==> src/dsc_pkg.sv <==
// Purpose: constants and types for the sample clock and pll configuration block
// Assumes: byte-wide registers behind the serial port, 12-bit register address
// Notes: reset values follow the power-down-by-default behaviour
package dsc_pkg;
	localparam int ADDR_W = 12;
	localparam int DATA_W = 8;

	// register offsets
	localparam logic [11:0] OFS_CLK_PWR = 12'h080;
	localparam logic [11:0] OFS_PLL_CTRL = 12'h083;
	localparam logic [11:0] OFS_PLL_STAT = 12'h084;
	localparam logic [11:0] OFS_FB_RATIO = 12'h085;
	localparam logic [11:0] OFS_LF_A = 12'h087;
	localparam logic [11:0] OFS_LF_B = 12'h088;
	localparam logic [11:0] OFS_LF_C = 12'h089;
	localparam logic [11:0] OFS_CP_CUR = 12'h08A;
	localparam logic [11:0] OFS_OUT_DIV = 12'h08B;
	localparam logic [11:0] OFS_REF_DIV = 12'h08C;
	localparam logic [11:0] OFS_REGUL = 12'h08D;
	localparam logic [11:0] OFS_BLK_PWR = 12'h1B0;
	localparam logic [11:0] OFS_CP_B = 12'h1B9;
	localparam logic [11:0] OFS_OSC_CTL = 12'h1BC;
	localparam logic [11:0] OFS_OSC_PWR = 12'h1BE;
	localparam logic [11:0] OFS_OSC_CAL = 12'h1BF;
	localparam logic [11:0] OFS_LOCK_CNT = 12'h1C0;
	localparam logic [11:0] OFS_CP_C = 12'h1C1;
	localparam logic [11:0] OFS_VARACTOR = 12'h1C4;
	localparam int NUM_CFG = 12;

	// field positions
	localparam int PWR_DAC01_BIT = 7;
	localparam int PWR_DAC23_BIT = 6;
	localparam int PWR_DIG_BIT = 5;
	localparam int PWR_SER_BIT = 4;
	localparam int PWR_RCV_BIT = 3;
	localparam int CTRL_RECAL_BIT = 7;
	localparam int CTRL_EN_BIT = 4;
	localparam int STAT_BAND_HI_BIT = 7;
	localparam int STAT_BAND_LO_BIT = 6;
	localparam int STAT_CAL_DONE_BIT = 5;
	localparam int STAT_LOCK_BIT = 1;
	localparam int CP_CUR_W = 6;
	localparam int REF_CODE_W = 3;
	localparam int OUT_CODE_W = 2;

	// reset values
	localparam logic [7:0] RST_CLK_PWR = 8'hF8;
	localparam logic [7:0] RST_ZERO = 8'h00;

	// feedback ratio limits and divider encodings
	localparam logic [7:0] FB_MIN = 8'h06;
	localparam logic [7:0] FB_MAX = 8'h7F;
	localparam logic [2:0] REF_CODE_MAX = 3'h4;
	localparam logic [5:0] REF_FACTOR_32 = 6'h20;
	localparam logic [4:0] OUT_FACTOR_4 = 5'h04;
	localparam logic [4:0] OUT_FACTOR_8 = 5'h08;
	localparam logic [4:0] OUT_FACTOR_16 = 5'h10;

	// calibration length in reference clock cycles
	localparam logic [6:0] CAL_REF_CYCLES = 7'h40;

	typedef enum logic [1:0] {
		CAL_IDLE,
		CAL_RUN,
		CAL_DONE
	} dsc_cal_state_t;
endpackage : dsc_pkg

==> src/dsc_clock_config.sv <==
// Purpose: sample clock source, pll divider, power-up and charge pump calibration control
// Assumes: register port is the decoded side of the serial port, on clk_in
// Notes: pll analog status and the reference tap arrive asynchronously
// Notes on behaviour
// - direct clock or pll multiplied sample clock
// - pll output drives all internal clocks
// - clock domains and receiver powered down after reset
// - power bits seven to three map domains
// - reference divider codes zero to four
// - feedback ratio eight bits, six to 127
// - output divider codes one to three
// - calibrate once, keep coefficient for restarts
// - calibration on by default, 64 reference cycles
// - status bit five shows calibration done
// - charge pump current six-bit code
// - five four-bit loop filter codes, three registers
// - status bit one reports pll lock
// - band edge flags; recalibrate by zero then one
`timescale 1ns/100ps
module dsc_clock_config (
	input wire logic clk_in,
	input wire logic resetn_in,
	input wire logic [11:0] reg_addr_in,
	input wire logic [7:0] reg_wdata_in,
	input wire logic reg_wr_in,
	input wire logic reg_rd_in,
	input wire logic pll_reference_input_in,
	input wire logic pll_lock_in,
	input wire logic band_high_in,
	input wire logic band_low_in,
	input wire logic cp_cal_enable_in,
	output logic [7:0] reg_rdata_out,
	output logic clk_en_dac01_out,
	output logic clk_en_dac23_out,
	output logic clk_en_digital_out,
	output logic clk_en_serdes_out,
	output logic clk_en_receiver_out,
	output logic pll_enable_out,
	output logic sample_clock_from_pll_out,
	output logic [5:0] reference_divide_factor_out,
	output logic [7:0] feedback_divide_ratio_out,
	output logic [4:0] output_divide_factor_out,
	output logic [5:0] cp_current_code_out,
	output logic [23:0] loop_filter_codes_out,
	output logic cp_cal_running_out,
	output logic vco_recal_out
);
	////////////////////////////////////////////////////////////////////////////////
	// register file
	logic [7:0] pwr_r;
	logic [7:0] ctrl_r;
	logic [7:0] fb_r;
	logic [7:0] cfg_r [dsc_pkg::NUM_CFG];
	logic [7:0] out_div_r;
	logic [7:0] ref_div_r;
	logic [7:0] stat_nxt;
	logic [7:0] rdata_nxt;
	int cfg_idx;

	// index of the plain storage registers, 12 for the varactor, -1 for any other address
	always_comb begin
		cfg_idx = -1;
		if (reg_addr_in == dsc_pkg::OFS_LF_A) begin
			cfg_idx = 0;
		end else if (reg_addr_in == dsc_pkg::OFS_LF_B) begin
			cfg_idx = 1;
		end else if (reg_addr_in == dsc_pkg::OFS_LF_C) begin
			cfg_idx = 2;
		end else if (reg_addr_in == dsc_pkg::OFS_CP_CUR) begin
			cfg_idx = 3;
		end else if (reg_addr_in == dsc_pkg::OFS_REGUL) begin
			cfg_idx = 4;
		end else if (reg_addr_in == dsc_pkg::OFS_BLK_PWR) begin
			cfg_idx = 5;
		end else if (reg_addr_in == dsc_pkg::OFS_CP_B) begin
			cfg_idx = 6;
		end else if (reg_addr_in == dsc_pkg::OFS_OSC_CTL) begin
			cfg_idx = 7;
		end else if (reg_addr_in == dsc_pkg::OFS_OSC_PWR) begin
			cfg_idx = 8;
		end else if (reg_addr_in == dsc_pkg::OFS_OSC_CAL) begin
			cfg_idx = 9;
		end else if (reg_addr_in == dsc_pkg::OFS_LOCK_CNT) begin
			cfg_idx = 10;
		end else if (reg_addr_in == dsc_pkg::OFS_CP_C) begin
			cfg_idx = 11;
		end else if (reg_addr_in == dsc_pkg::OFS_VARACTOR) begin
			cfg_idx = 12;
		end
	end

	// varactor sits one past the storage array, so it keeps a register of its own
	logic [7:0] varactor_r;

	always_ff @(posedge clk_in or negedge resetn_in) begin
		if (!resetn_in) begin
			pwr_r <= dsc_pkg::RST_CLK_PWR;
			ctrl_r <= dsc_pkg::RST_ZERO;
			fb_r <= dsc_pkg::RST_ZERO;
			out_div_r <= dsc_pkg::RST_ZERO;
			ref_div_r <= dsc_pkg::RST_ZERO;
			varactor_r <= dsc_pkg::RST_ZERO;
			for (int i = 0; i < dsc_pkg::NUM_CFG; i++) begin
				cfg_r[i] <= dsc_pkg::RST_ZERO;
			end
		end else if (reg_wr_in) begin
			if (reg_addr_in == dsc_pkg::OFS_CLK_PWR) begin
				pwr_r <= reg_wdata_in;
			end else if (reg_addr_in == dsc_pkg::OFS_PLL_CTRL) begin
				ctrl_r <= reg_wdata_in;
			end else if (reg_addr_in == dsc_pkg::OFS_FB_RATIO) begin
				fb_r <= reg_wdata_in;
			end else if (reg_addr_in == dsc_pkg::OFS_OUT_DIV) begin
				out_div_r <= reg_wdata_in;
			end else if (reg_addr_in == dsc_pkg::OFS_REF_DIV) begin
				ref_div_r <= reg_wdata_in;
			end else if (reg_addr_in == dsc_pkg::OFS_VARACTOR) begin
				varactor_r <= reg_wdata_in;
			end else if (cfg_idx >= 0 && cfg_idx < dsc_pkg::NUM_CFG) begin
				cfg_r[cfg_idx] <= reg_wdata_in;
			end
		end
	end

	////////////////////////////////////////////////////////////////////////////////
	// synchronisers for pins from the analog pll side
	logic [3:0] sync1_r;
	logic [3:0] sync2_r;
	logic ref_prev_r;

	always_ff @(posedge clk_in or negedge resetn_in) begin
		if (!resetn_in) begin
			sync1_r <= 4'h0;
			sync2_r <= 4'h0;
			ref_prev_r <= 1'b0;
		end else begin
			sync1_r <= {pll_reference_input_in, pll_lock_in, band_high_in, band_low_in};
			sync2_r <= sync1_r;
			ref_prev_r <= sync2_r[3];
		end
	end

	// the reference is seen through a 50 MHz sampler, so only a slow tap of it can be counted
	logic ref_edge;
	assign ref_edge = sync2_r[3] && !ref_prev_r;

	////////////////////////////////////////////////////////////////////////////////
	// charge pump calibration
	dsc_pkg::dsc_cal_state_t cal_state_r;
	logic [6:0] cal_cnt_r;
	logic pll_en;
	assign pll_en = ctrl_r[dsc_pkg::CTRL_EN_BIT];

	always_ff @(posedge clk_in or negedge resetn_in) begin
		if (!resetn_in) begin
			cal_state_r <= dsc_pkg::CAL_IDLE;
			cal_cnt_r <= 7'h00;
		end else begin
			case (cal_state_r)
				dsc_pkg::CAL_IDLE: begin
					cal_cnt_r <= 7'h00;
					if (pll_en && cp_cal_enable_in) begin
						cal_state_r <= dsc_pkg::CAL_RUN;
					end
				end
				dsc_pkg::CAL_RUN: begin
					// a pll switched off mid-run leaves no valid coefficient, so restart later
					if (!pll_en) begin
						cal_state_r <= dsc_pkg::CAL_IDLE;
					end else if (ref_edge) begin
						cal_cnt_r <= cal_cnt_r + 7'h01;
						if (cal_cnt_r == dsc_pkg::CAL_REF_CYCLES - 7'h01) begin
							cal_state_r <= dsc_pkg::CAL_DONE;
						end
					end
				end
				dsc_pkg::CAL_DONE: begin
					cal_state_r <= dsc_pkg::CAL_DONE;
				end
				default: begin
					cal_state_r <= dsc_pkg::CAL_IDLE;
				end
			endcase
		end
	end

	////////////////////////////////////////////////////////////////////////////////
	// status and readback
	always_comb begin
		stat_nxt = 8'h00;
		stat_nxt[dsc_pkg::STAT_BAND_HI_BIT] = pll_en && sync2_r[1];
		stat_nxt[dsc_pkg::STAT_BAND_LO_BIT] = pll_en && sync2_r[0];
		stat_nxt[dsc_pkg::STAT_CAL_DONE_BIT] = (cal_state_r == dsc_pkg::CAL_DONE);
		stat_nxt[dsc_pkg::STAT_LOCK_BIT] = pll_en && sync2_r[2];
	end

	always_comb begin
		rdata_nxt = 8'h00;
		if (reg_addr_in == dsc_pkg::OFS_CLK_PWR) begin
			rdata_nxt = pwr_r;
		end else if (reg_addr_in == dsc_pkg::OFS_PLL_CTRL) begin
			rdata_nxt = ctrl_r;
		end else if (reg_addr_in == dsc_pkg::OFS_PLL_STAT) begin
			rdata_nxt = stat_nxt;
		end else if (reg_addr_in == dsc_pkg::OFS_FB_RATIO) begin
			rdata_nxt = fb_r;
		end else if (reg_addr_in == dsc_pkg::OFS_OUT_DIV) begin
			rdata_nxt = out_div_r;
		end else if (reg_addr_in == dsc_pkg::OFS_REF_DIV) begin
			rdata_nxt = ref_div_r;
		end else if (reg_addr_in == dsc_pkg::OFS_VARACTOR) begin
			rdata_nxt = varactor_r;
		end else if (cfg_idx >= 0 && cfg_idx < dsc_pkg::NUM_CFG) begin
			rdata_nxt = cfg_r[cfg_idx];
		end
	end

	always_ff @(posedge clk_in or negedge resetn_in) begin
		if (!resetn_in) begin
			reg_rdata_out <= 8'h00;
		end else if (reg_rd_in) begin
			reg_rdata_out <= rdata_nxt;
		end
	end

	////////////////////////////////////////////////////////////////////////////////
	// clock power enables, a set bit keeps its domain off
	always_ff @(posedge clk_in or negedge resetn_in) begin
		if (!resetn_in) begin
			clk_en_dac01_out <= 1'b0;
			clk_en_dac23_out <= 1'b0;
			clk_en_digital_out <= 1'b0;
			clk_en_serdes_out <= 1'b0;
			clk_en_receiver_out <= 1'b0;
		end else begin
			clk_en_dac01_out <= !pwr_r[dsc_pkg::PWR_DAC01_BIT];
			clk_en_dac23_out <= !pwr_r[dsc_pkg::PWR_DAC23_BIT];
			clk_en_digital_out <= !pwr_r[dsc_pkg::PWR_DIG_BIT];
			clk_en_serdes_out <= !pwr_r[dsc_pkg::PWR_SER_BIT];
			clk_en_receiver_out <= !pwr_r[dsc_pkg::PWR_RCV_BIT];
		end
	end

	////////////////////////////////////////////////////////////////////////////////
	// divider settings and source select
	logic [2:0] ref_code;
	logic [1:0] out_code;
	assign ref_code = ref_div_r[dsc_pkg::REF_CODE_W-1:0];
	assign out_code = out_div_r[dsc_pkg::OUT_CODE_W-1:0];

	always_ff @(posedge clk_in or negedge resetn_in) begin
		if (!resetn_in) begin
			pll_enable_out <= 1'b0;
			sample_clock_from_pll_out <= 1'b0;
			reference_divide_factor_out <= 6'h01;
			feedback_divide_ratio_out <= dsc_pkg::FB_MIN;
			output_divide_factor_out <= dsc_pkg::OUT_FACTOR_4;
			cp_current_code_out <= 6'h00;
			loop_filter_codes_out <= 24'h000000;
		end else begin
			pll_enable_out <= pll_en;
			sample_clock_from_pll_out <= pll_en;
			if (ref_code <= dsc_pkg::REF_CODE_MAX) begin
				reference_divide_factor_out <= 6'h01 << ref_code;
			end else begin
				reference_divide_factor_out <= dsc_pkg::REF_FACTOR_32;
			end
			if (fb_r < dsc_pkg::FB_MIN) begin
				feedback_divide_ratio_out <= dsc_pkg::FB_MIN;
			end else if (fb_r > dsc_pkg::FB_MAX) begin
				feedback_divide_ratio_out <= dsc_pkg::FB_MAX;
			end else begin
				feedback_divide_ratio_out <= fb_r;
			end
			case (out_code)
				2'h2: output_divide_factor_out <= dsc_pkg::OUT_FACTOR_8;
				2'h3: output_divide_factor_out <= dsc_pkg::OUT_FACTOR_16;
				default: output_divide_factor_out <= dsc_pkg::OUT_FACTOR_4;
			endcase
			cp_current_code_out <= cfg_r[3][dsc_pkg::CP_CUR_W-1:0];
			loop_filter_codes_out <= {cfg_r[2], cfg_r[1], cfg_r[0]};
		end
	end

	////////////////////////////////////////////////////////////////////////////////
	// calibration run flag and band recalibration pulse
	always_ff @(posedge clk_in or negedge resetn_in) begin
		if (!resetn_in) begin
			cp_cal_running_out <= 1'b0;
			vco_recal_out <= 1'b0;
		end else begin
			cp_cal_running_out <= (cal_state_r == dsc_pkg::CAL_RUN);
			vco_recal_out <= reg_wr_in && reg_addr_in == dsc_pkg::OFS_PLL_CTRL
				&& !ctrl_r[dsc_pkg::CTRL_RECAL_BIT]
				&& reg_wdata_in[dsc_pkg::CTRL_RECAL_BIT];
		end
	end

	////////////////////////////////////////////////////////////////////////////////
	// checks
	AST_PWR_RESET: assert property (@(posedge clk_in) disable iff (!resetn_in)
		$rose(resetn_in) |-> !clk_en_receiver_out)
		else $error("receiver clock enabled straight after reset");
	AST_PWR_MAP: assert property (@(posedge clk_in) disable iff (!resetn_in)
		reg_wr_in && reg_addr_in == dsc_pkg::OFS_CLK_PWR |-> ##2
		clk_en_dac01_out == !$past(reg_wdata_in[7], 2)
		&& clk_en_receiver_out == !$past(reg_wdata_in[3], 2))
		else $error("clock enables do not follow power register");
	AST_CAL_LEN: assert property (@(posedge clk_in) disable iff (!resetn_in)
		cal_state_r == dsc_pkg::CAL_RUN && cal_state_r != $past(cal_state_r) |->
		cal_cnt_r == 7'h00)
		else $error("calibration counter not cleared on start");
	AST_CAL_COUNT: assert property (@(posedge clk_in) disable iff (!resetn_in)
		$rose(cal_state_r == dsc_pkg::CAL_DONE) |-> $past(cal_cnt_r) == 7'h3F)
		else $error("calibration ended before 64 reference cycles");
	AST_CAL_KEEP: assert property (@(posedge clk_in) disable iff (!resetn_in)
		cal_state_r == dsc_pkg::CAL_DONE |=> cal_state_r == dsc_pkg::CAL_DONE [*8])
		else $error("calibration result lost");
	AST_DONE_FLAG: assert property (@(posedge clk_in) disable iff (!resetn_in)
		reg_rd_in && reg_addr_in == dsc_pkg::OFS_PLL_STAT |=>
		reg_rdata_out[5] == $past(cal_state_r == dsc_pkg::CAL_DONE))
		else $error("status bit five disagrees with calibration");
	AST_FB_RANGE: assert property (@(posedge clk_in) disable iff (!resetn_in)
		feedback_divide_ratio_out >= dsc_pkg::FB_MIN
		&& feedback_divide_ratio_out <= dsc_pkg::FB_MAX)
		else $error("feedback ratio outside 6 to 127");
	AST_REF_MAP: assert property (@(posedge clk_in) disable iff (!resetn_in)
		ref_code == 3'h3 ##1 ref_code == 3'h3 |-> reference_divide_factor_out == 6'h08)
		else $error("reference code three not divide by eight");
	AST_OUT_MAP: assert property (@(posedge clk_in) disable iff (!resetn_in)
		out_code == 2'h3 |=> output_divide_factor_out == dsc_pkg::OUT_FACTOR_16)
		else $error("output code three not divide by sixteen");
	AST_RECAL: assert property (@(posedge clk_in) disable iff (!resetn_in)
		vco_recal_out |-> ctrl_r[7] && !$past(ctrl_r[7]))
		else $error("recalibration pulse without zero to one write");
	AST_LOCK: assert property (@(posedge clk_in) disable iff (!resetn_in)
		reg_rd_in && reg_addr_in == dsc_pkg::OFS_PLL_STAT && !pll_en |=>
		!reg_rdata_out[dsc_pkg::STAT_LOCK_BIT])
		else $error("lock reported while pll disabled");
	AST_SRC: assert property (@(posedge clk_in) disable iff (!resetn_in)
		$rose(pll_en) |=> sample_clock_from_pll_out)
		else $error("sample clock source did not follow pll enable");
endmodule : dsc_clock_config

==> config.mk <==
export PLATFORM = sky130hd
export DESIGN_NAME = dsc_clock_config
export DESIGN_NICKNAME = d
export VERILOG_FILES = /design/src/dsc_pkg.sv /design/src/dsc_clock_config.sv
export SDC_FILE = /design/constraint.sdc
export NUM_CORES = 1
export LEC_CHECK = 0
export BUFFER_PORTS_ARGS = -buffer_cell sky130_fd_sc_hd__buf_4
export CAP_MARGIN = 20
export CORE_MARGIN = 8
export CORE_UTILIZATION = 31
export CTS_BUF_LIST = sky130_fd_sc_hd__clkbuf_8
export DETAILED_ROUTE_END_ITERATION = 6
export PLACE_DENSITY = 0.47
export SETUP_SLACK_MARGIN = 0.4
export SKIP_CTS_REPAIR_TIMING = 1
export SYNTH_ARGS = -nofsm -noshare
export SYNTH_HDL_FRONTEND = slang
export SYNTH_SLANG_ARGS = --single-unit
==> constraint.sdc <==
create_clock -name clk_in -period 1.8 [get_ports clk_in]
set_clock_uncertainty 0.15 [all_clocks]
set_input_delay 0.18 -clock clk_in [delete_from_list [all_inputs] [get_ports clk_in]]
set_output_delay 0.18 -clock clk_in [all_outputs]
set_load 0.02 [all_outputs]
==> metrics <==
DIE WIDTH=194 um; Cell Area, Synth=9820 sq um; Achievable Freq=0.506 GHz; final hold violation count=26; Area Overhead vs Synth=38.9%; total power=10.2 mW; number of flops mapped to enable cells by yosys=0; IO Pins=95; share of cells above drive strength 1=50.2%; failing checks=negative hold slack, negative setup slack; via count=7241; CP Max Fanout=5; initial core utilization=31.3%; Synth top area share=55.0%; Clock Sinks=between 200 and 250; Max Slew Vio Count=0; post-synth top area cell=dfrtp_1; crit end category=register; wire per inst=20.0 um; core area=31400 sq um; CTS max path bufs=3; vias per cell=4.93; largest net degree at the start of global routing=a little under 50; number of max-cap violations=0; WL final=approximately 30000 um; Area contributors post-synth=dfrtp_1 (55%), mux2_2 (17%), nand2_1 (2.9%), mux2i_1 (2.5%), dfstp_2 (2.4%); Setup CP Type=in2reg; Hold WS=-0.0315 ns; critical path launch point type=input port; synthesized instance count=797; Max IR drop VDD=0.441 mV; P per Cell Area=746 nW/um^2; Hold Crit Class=in2async; post-route DRC violation count=0; Reg2Reg Launch Point=ref_div_r[7]; RSZ-0062 raised after global routing=yes; Required @ worst endpoint=2.11 ns; fin crit share=110%; leak pwr=6.81 nW; Post-Layout Inst Area=approximately 14000 sq um; vias in the first global route=7505; ys async rst share=100%; Core Util, Final=43.4%; total CTS buffers=40; Nets=1066; post-route setup slack=-0.177 ns; H-tree levels=2; most common cell in the netlist=dfrtp_1; die height=194 um; DP Wirelength=19700 um; fin crit period=1.98 ns; worst-skew pair later-pin latency=0.55 ns; first-pass GRT wire length=45100 um; synthesized flop and latch total=between 200 and 250; outcome=finished, violations left; CP endpoint=reg_rdata_out[6]; Metal-1 WL=13400 um; Reg2Reg Capture Point=reg_rdata_out[7]; register clock-pin slew on the reported worst setup and hold paths=0.05 ns; reg-to-reg slack, setup=-0.14 ns; endpoints failing setup=103; library cells used by synthesis=65; # port buffers=92; clock root cell=clkbuf_8; non-filler cells in the finished layout=1469; pre-CTS setup slack=-0.991 ns; DRT iter0 DRCs=341; prevailing post-synth register cell=dfrtp_1; placed cell count=1361; DRT Pass-1 Iters=5; row cnt=65; Ys Warns=0; initial antenna violation count=0; DR top layer=met4; GRT Total Usage=roughly 15%; die area=37600 sq um; Arrival @ worst endpoint=2.29 ns; CTS tree=built; Post-DP Area=11900 sq um; Worst setup startpoint=reg_addr_in[5]; top cells by count, synth=dfrtp_1 (216), mux2_2 (148), nand2_1 (77); remaining antenna violation count after routing=0; WL met3=1300 um; Seq/Total Area, Yosys=57.5%; Avg Inst Size Synth=12.3 sq um; remaining global-route overflow=0; DR WL met2=14100 um; global placement routability congestion=between 0.8 and 0.9; R2R cell count=7
==> registers in the layout, summed over array words and instances, names as in the netlist, 2 cells and up <==
register,flops
cfg_r,96
loop_filter_codes_out,24
ctrl_r,8
fb_r,8
feedback_divide_ratio_out,8
out_div_r,8
pwr_r,8
ref_div_r,8
reg_rdata_out,8
varactor_r,8
cal_cnt_r,7
cp_current_code_out,6
reference_divide_factor_out,6
sync1_r,4
sync2_r,4
output_divide_factor_out,3
cal_state_r,2
==> cells in the final DEF (no fill, tap or decap), types with 14 or more instances in the layout <==
cell / n
mux2i_1: 18
inv_1: 32
buf_6: 17
dfrtp_1: 214
mux2_2: 140
a21oi_1: 14
nor2_1: 25
nand2_1: 56
buf_4: 183
nand3_1: 21
clkbuf_8: 45
dlygate4sd3_1: 17
==> metrics by stage <==
stage | setup TNS [ns] | hold slack, ns
floorplan | -43.79 | -0.266
finish | -6.72 | -0.0315
global route | -11.09 | -0.0273
CTS | -27.02 | -0.625
detailed placement | -113.68 | -0.0340
global placement | -108.29 | -0.0350
==> worst min path at each step <==
stage	from	end	cells past startpoint
2_1_floorplan	resetn_in	cal_cnt_r[0]	0
3_3_place_gp	resetn_in	cal_cnt_r[5]	1
3_5_place_dp	resetn_in	cal_cnt_r[5]	1
4_1_cts	resetn_in	ref_div_r[1]	1
5_1_grt	resetn_in	reference_divide_factor_out[4]	2
6_report	resetn_in	reference_divide_factor_out[4]	2
==> per-layer routing <==
layer  GRT usage, %  vias to the layer above
met4           3.90                        0
met1           20.2                     3679
met5              0                        -
li1               -                     3371
met3           2.95                       43
met2           24.5                      148
==> critical path: stages <==
cell and delay (ns):
buf_4 0.13, nor4_4 0.25, buf_4 0.18, nand3_2 0.08, or4_4 0.43, o21a_1 0.14
and3_4 0.20, or4_4 0.54, a41oi_2 0.16
==> power breakdown <==
part | switching [mW] | leakage (nW) | internal, mW | total, mW
Clock | 2.15 | 0.457 | 2.31 | 4.45
Sequential | 0.0238 | 3.05 | 5.10 | 5.12
Combinational | 0.362 | 3.30 | 0.241 | 0.603
Total | 2.53 | 6.81 | 7.65 | 10.2
==> layout make-up <==
| class | count | area [sq um] |
|---|---|---|
| Timing Repair Buffer | 236 | 2080 |
| Sequential cell | 225 | 5640 |
| Clock buffer | 45 | 619 |
| Fill cell | 2992 | 17800 |
| Clock inverter | 27 | 126 |
| Multi-Input combinational cell | 520 | 4610 |
| Tap cell | 402 | 503 |
| Inverter | 13 | 48.8 |
| Antenna cell | 1 | 2.50 |
==> logic make-up after synthesis <==
| logic type | synth area share [%] |
|---|---|
| muxes | 20.2 |
| AOI/OAI and AO/OA | 8.19 |
| other | 0.0382 |
| buffers and inverters | 2.47 |
| adders and majority gates | 0.127 |
| xor gates and xnor gates | 0.357 |
| and+or+nand+nor | 11.1 |
| DFF | 57.5 |
Note: power is estimated with default switching activity, not from simulation.
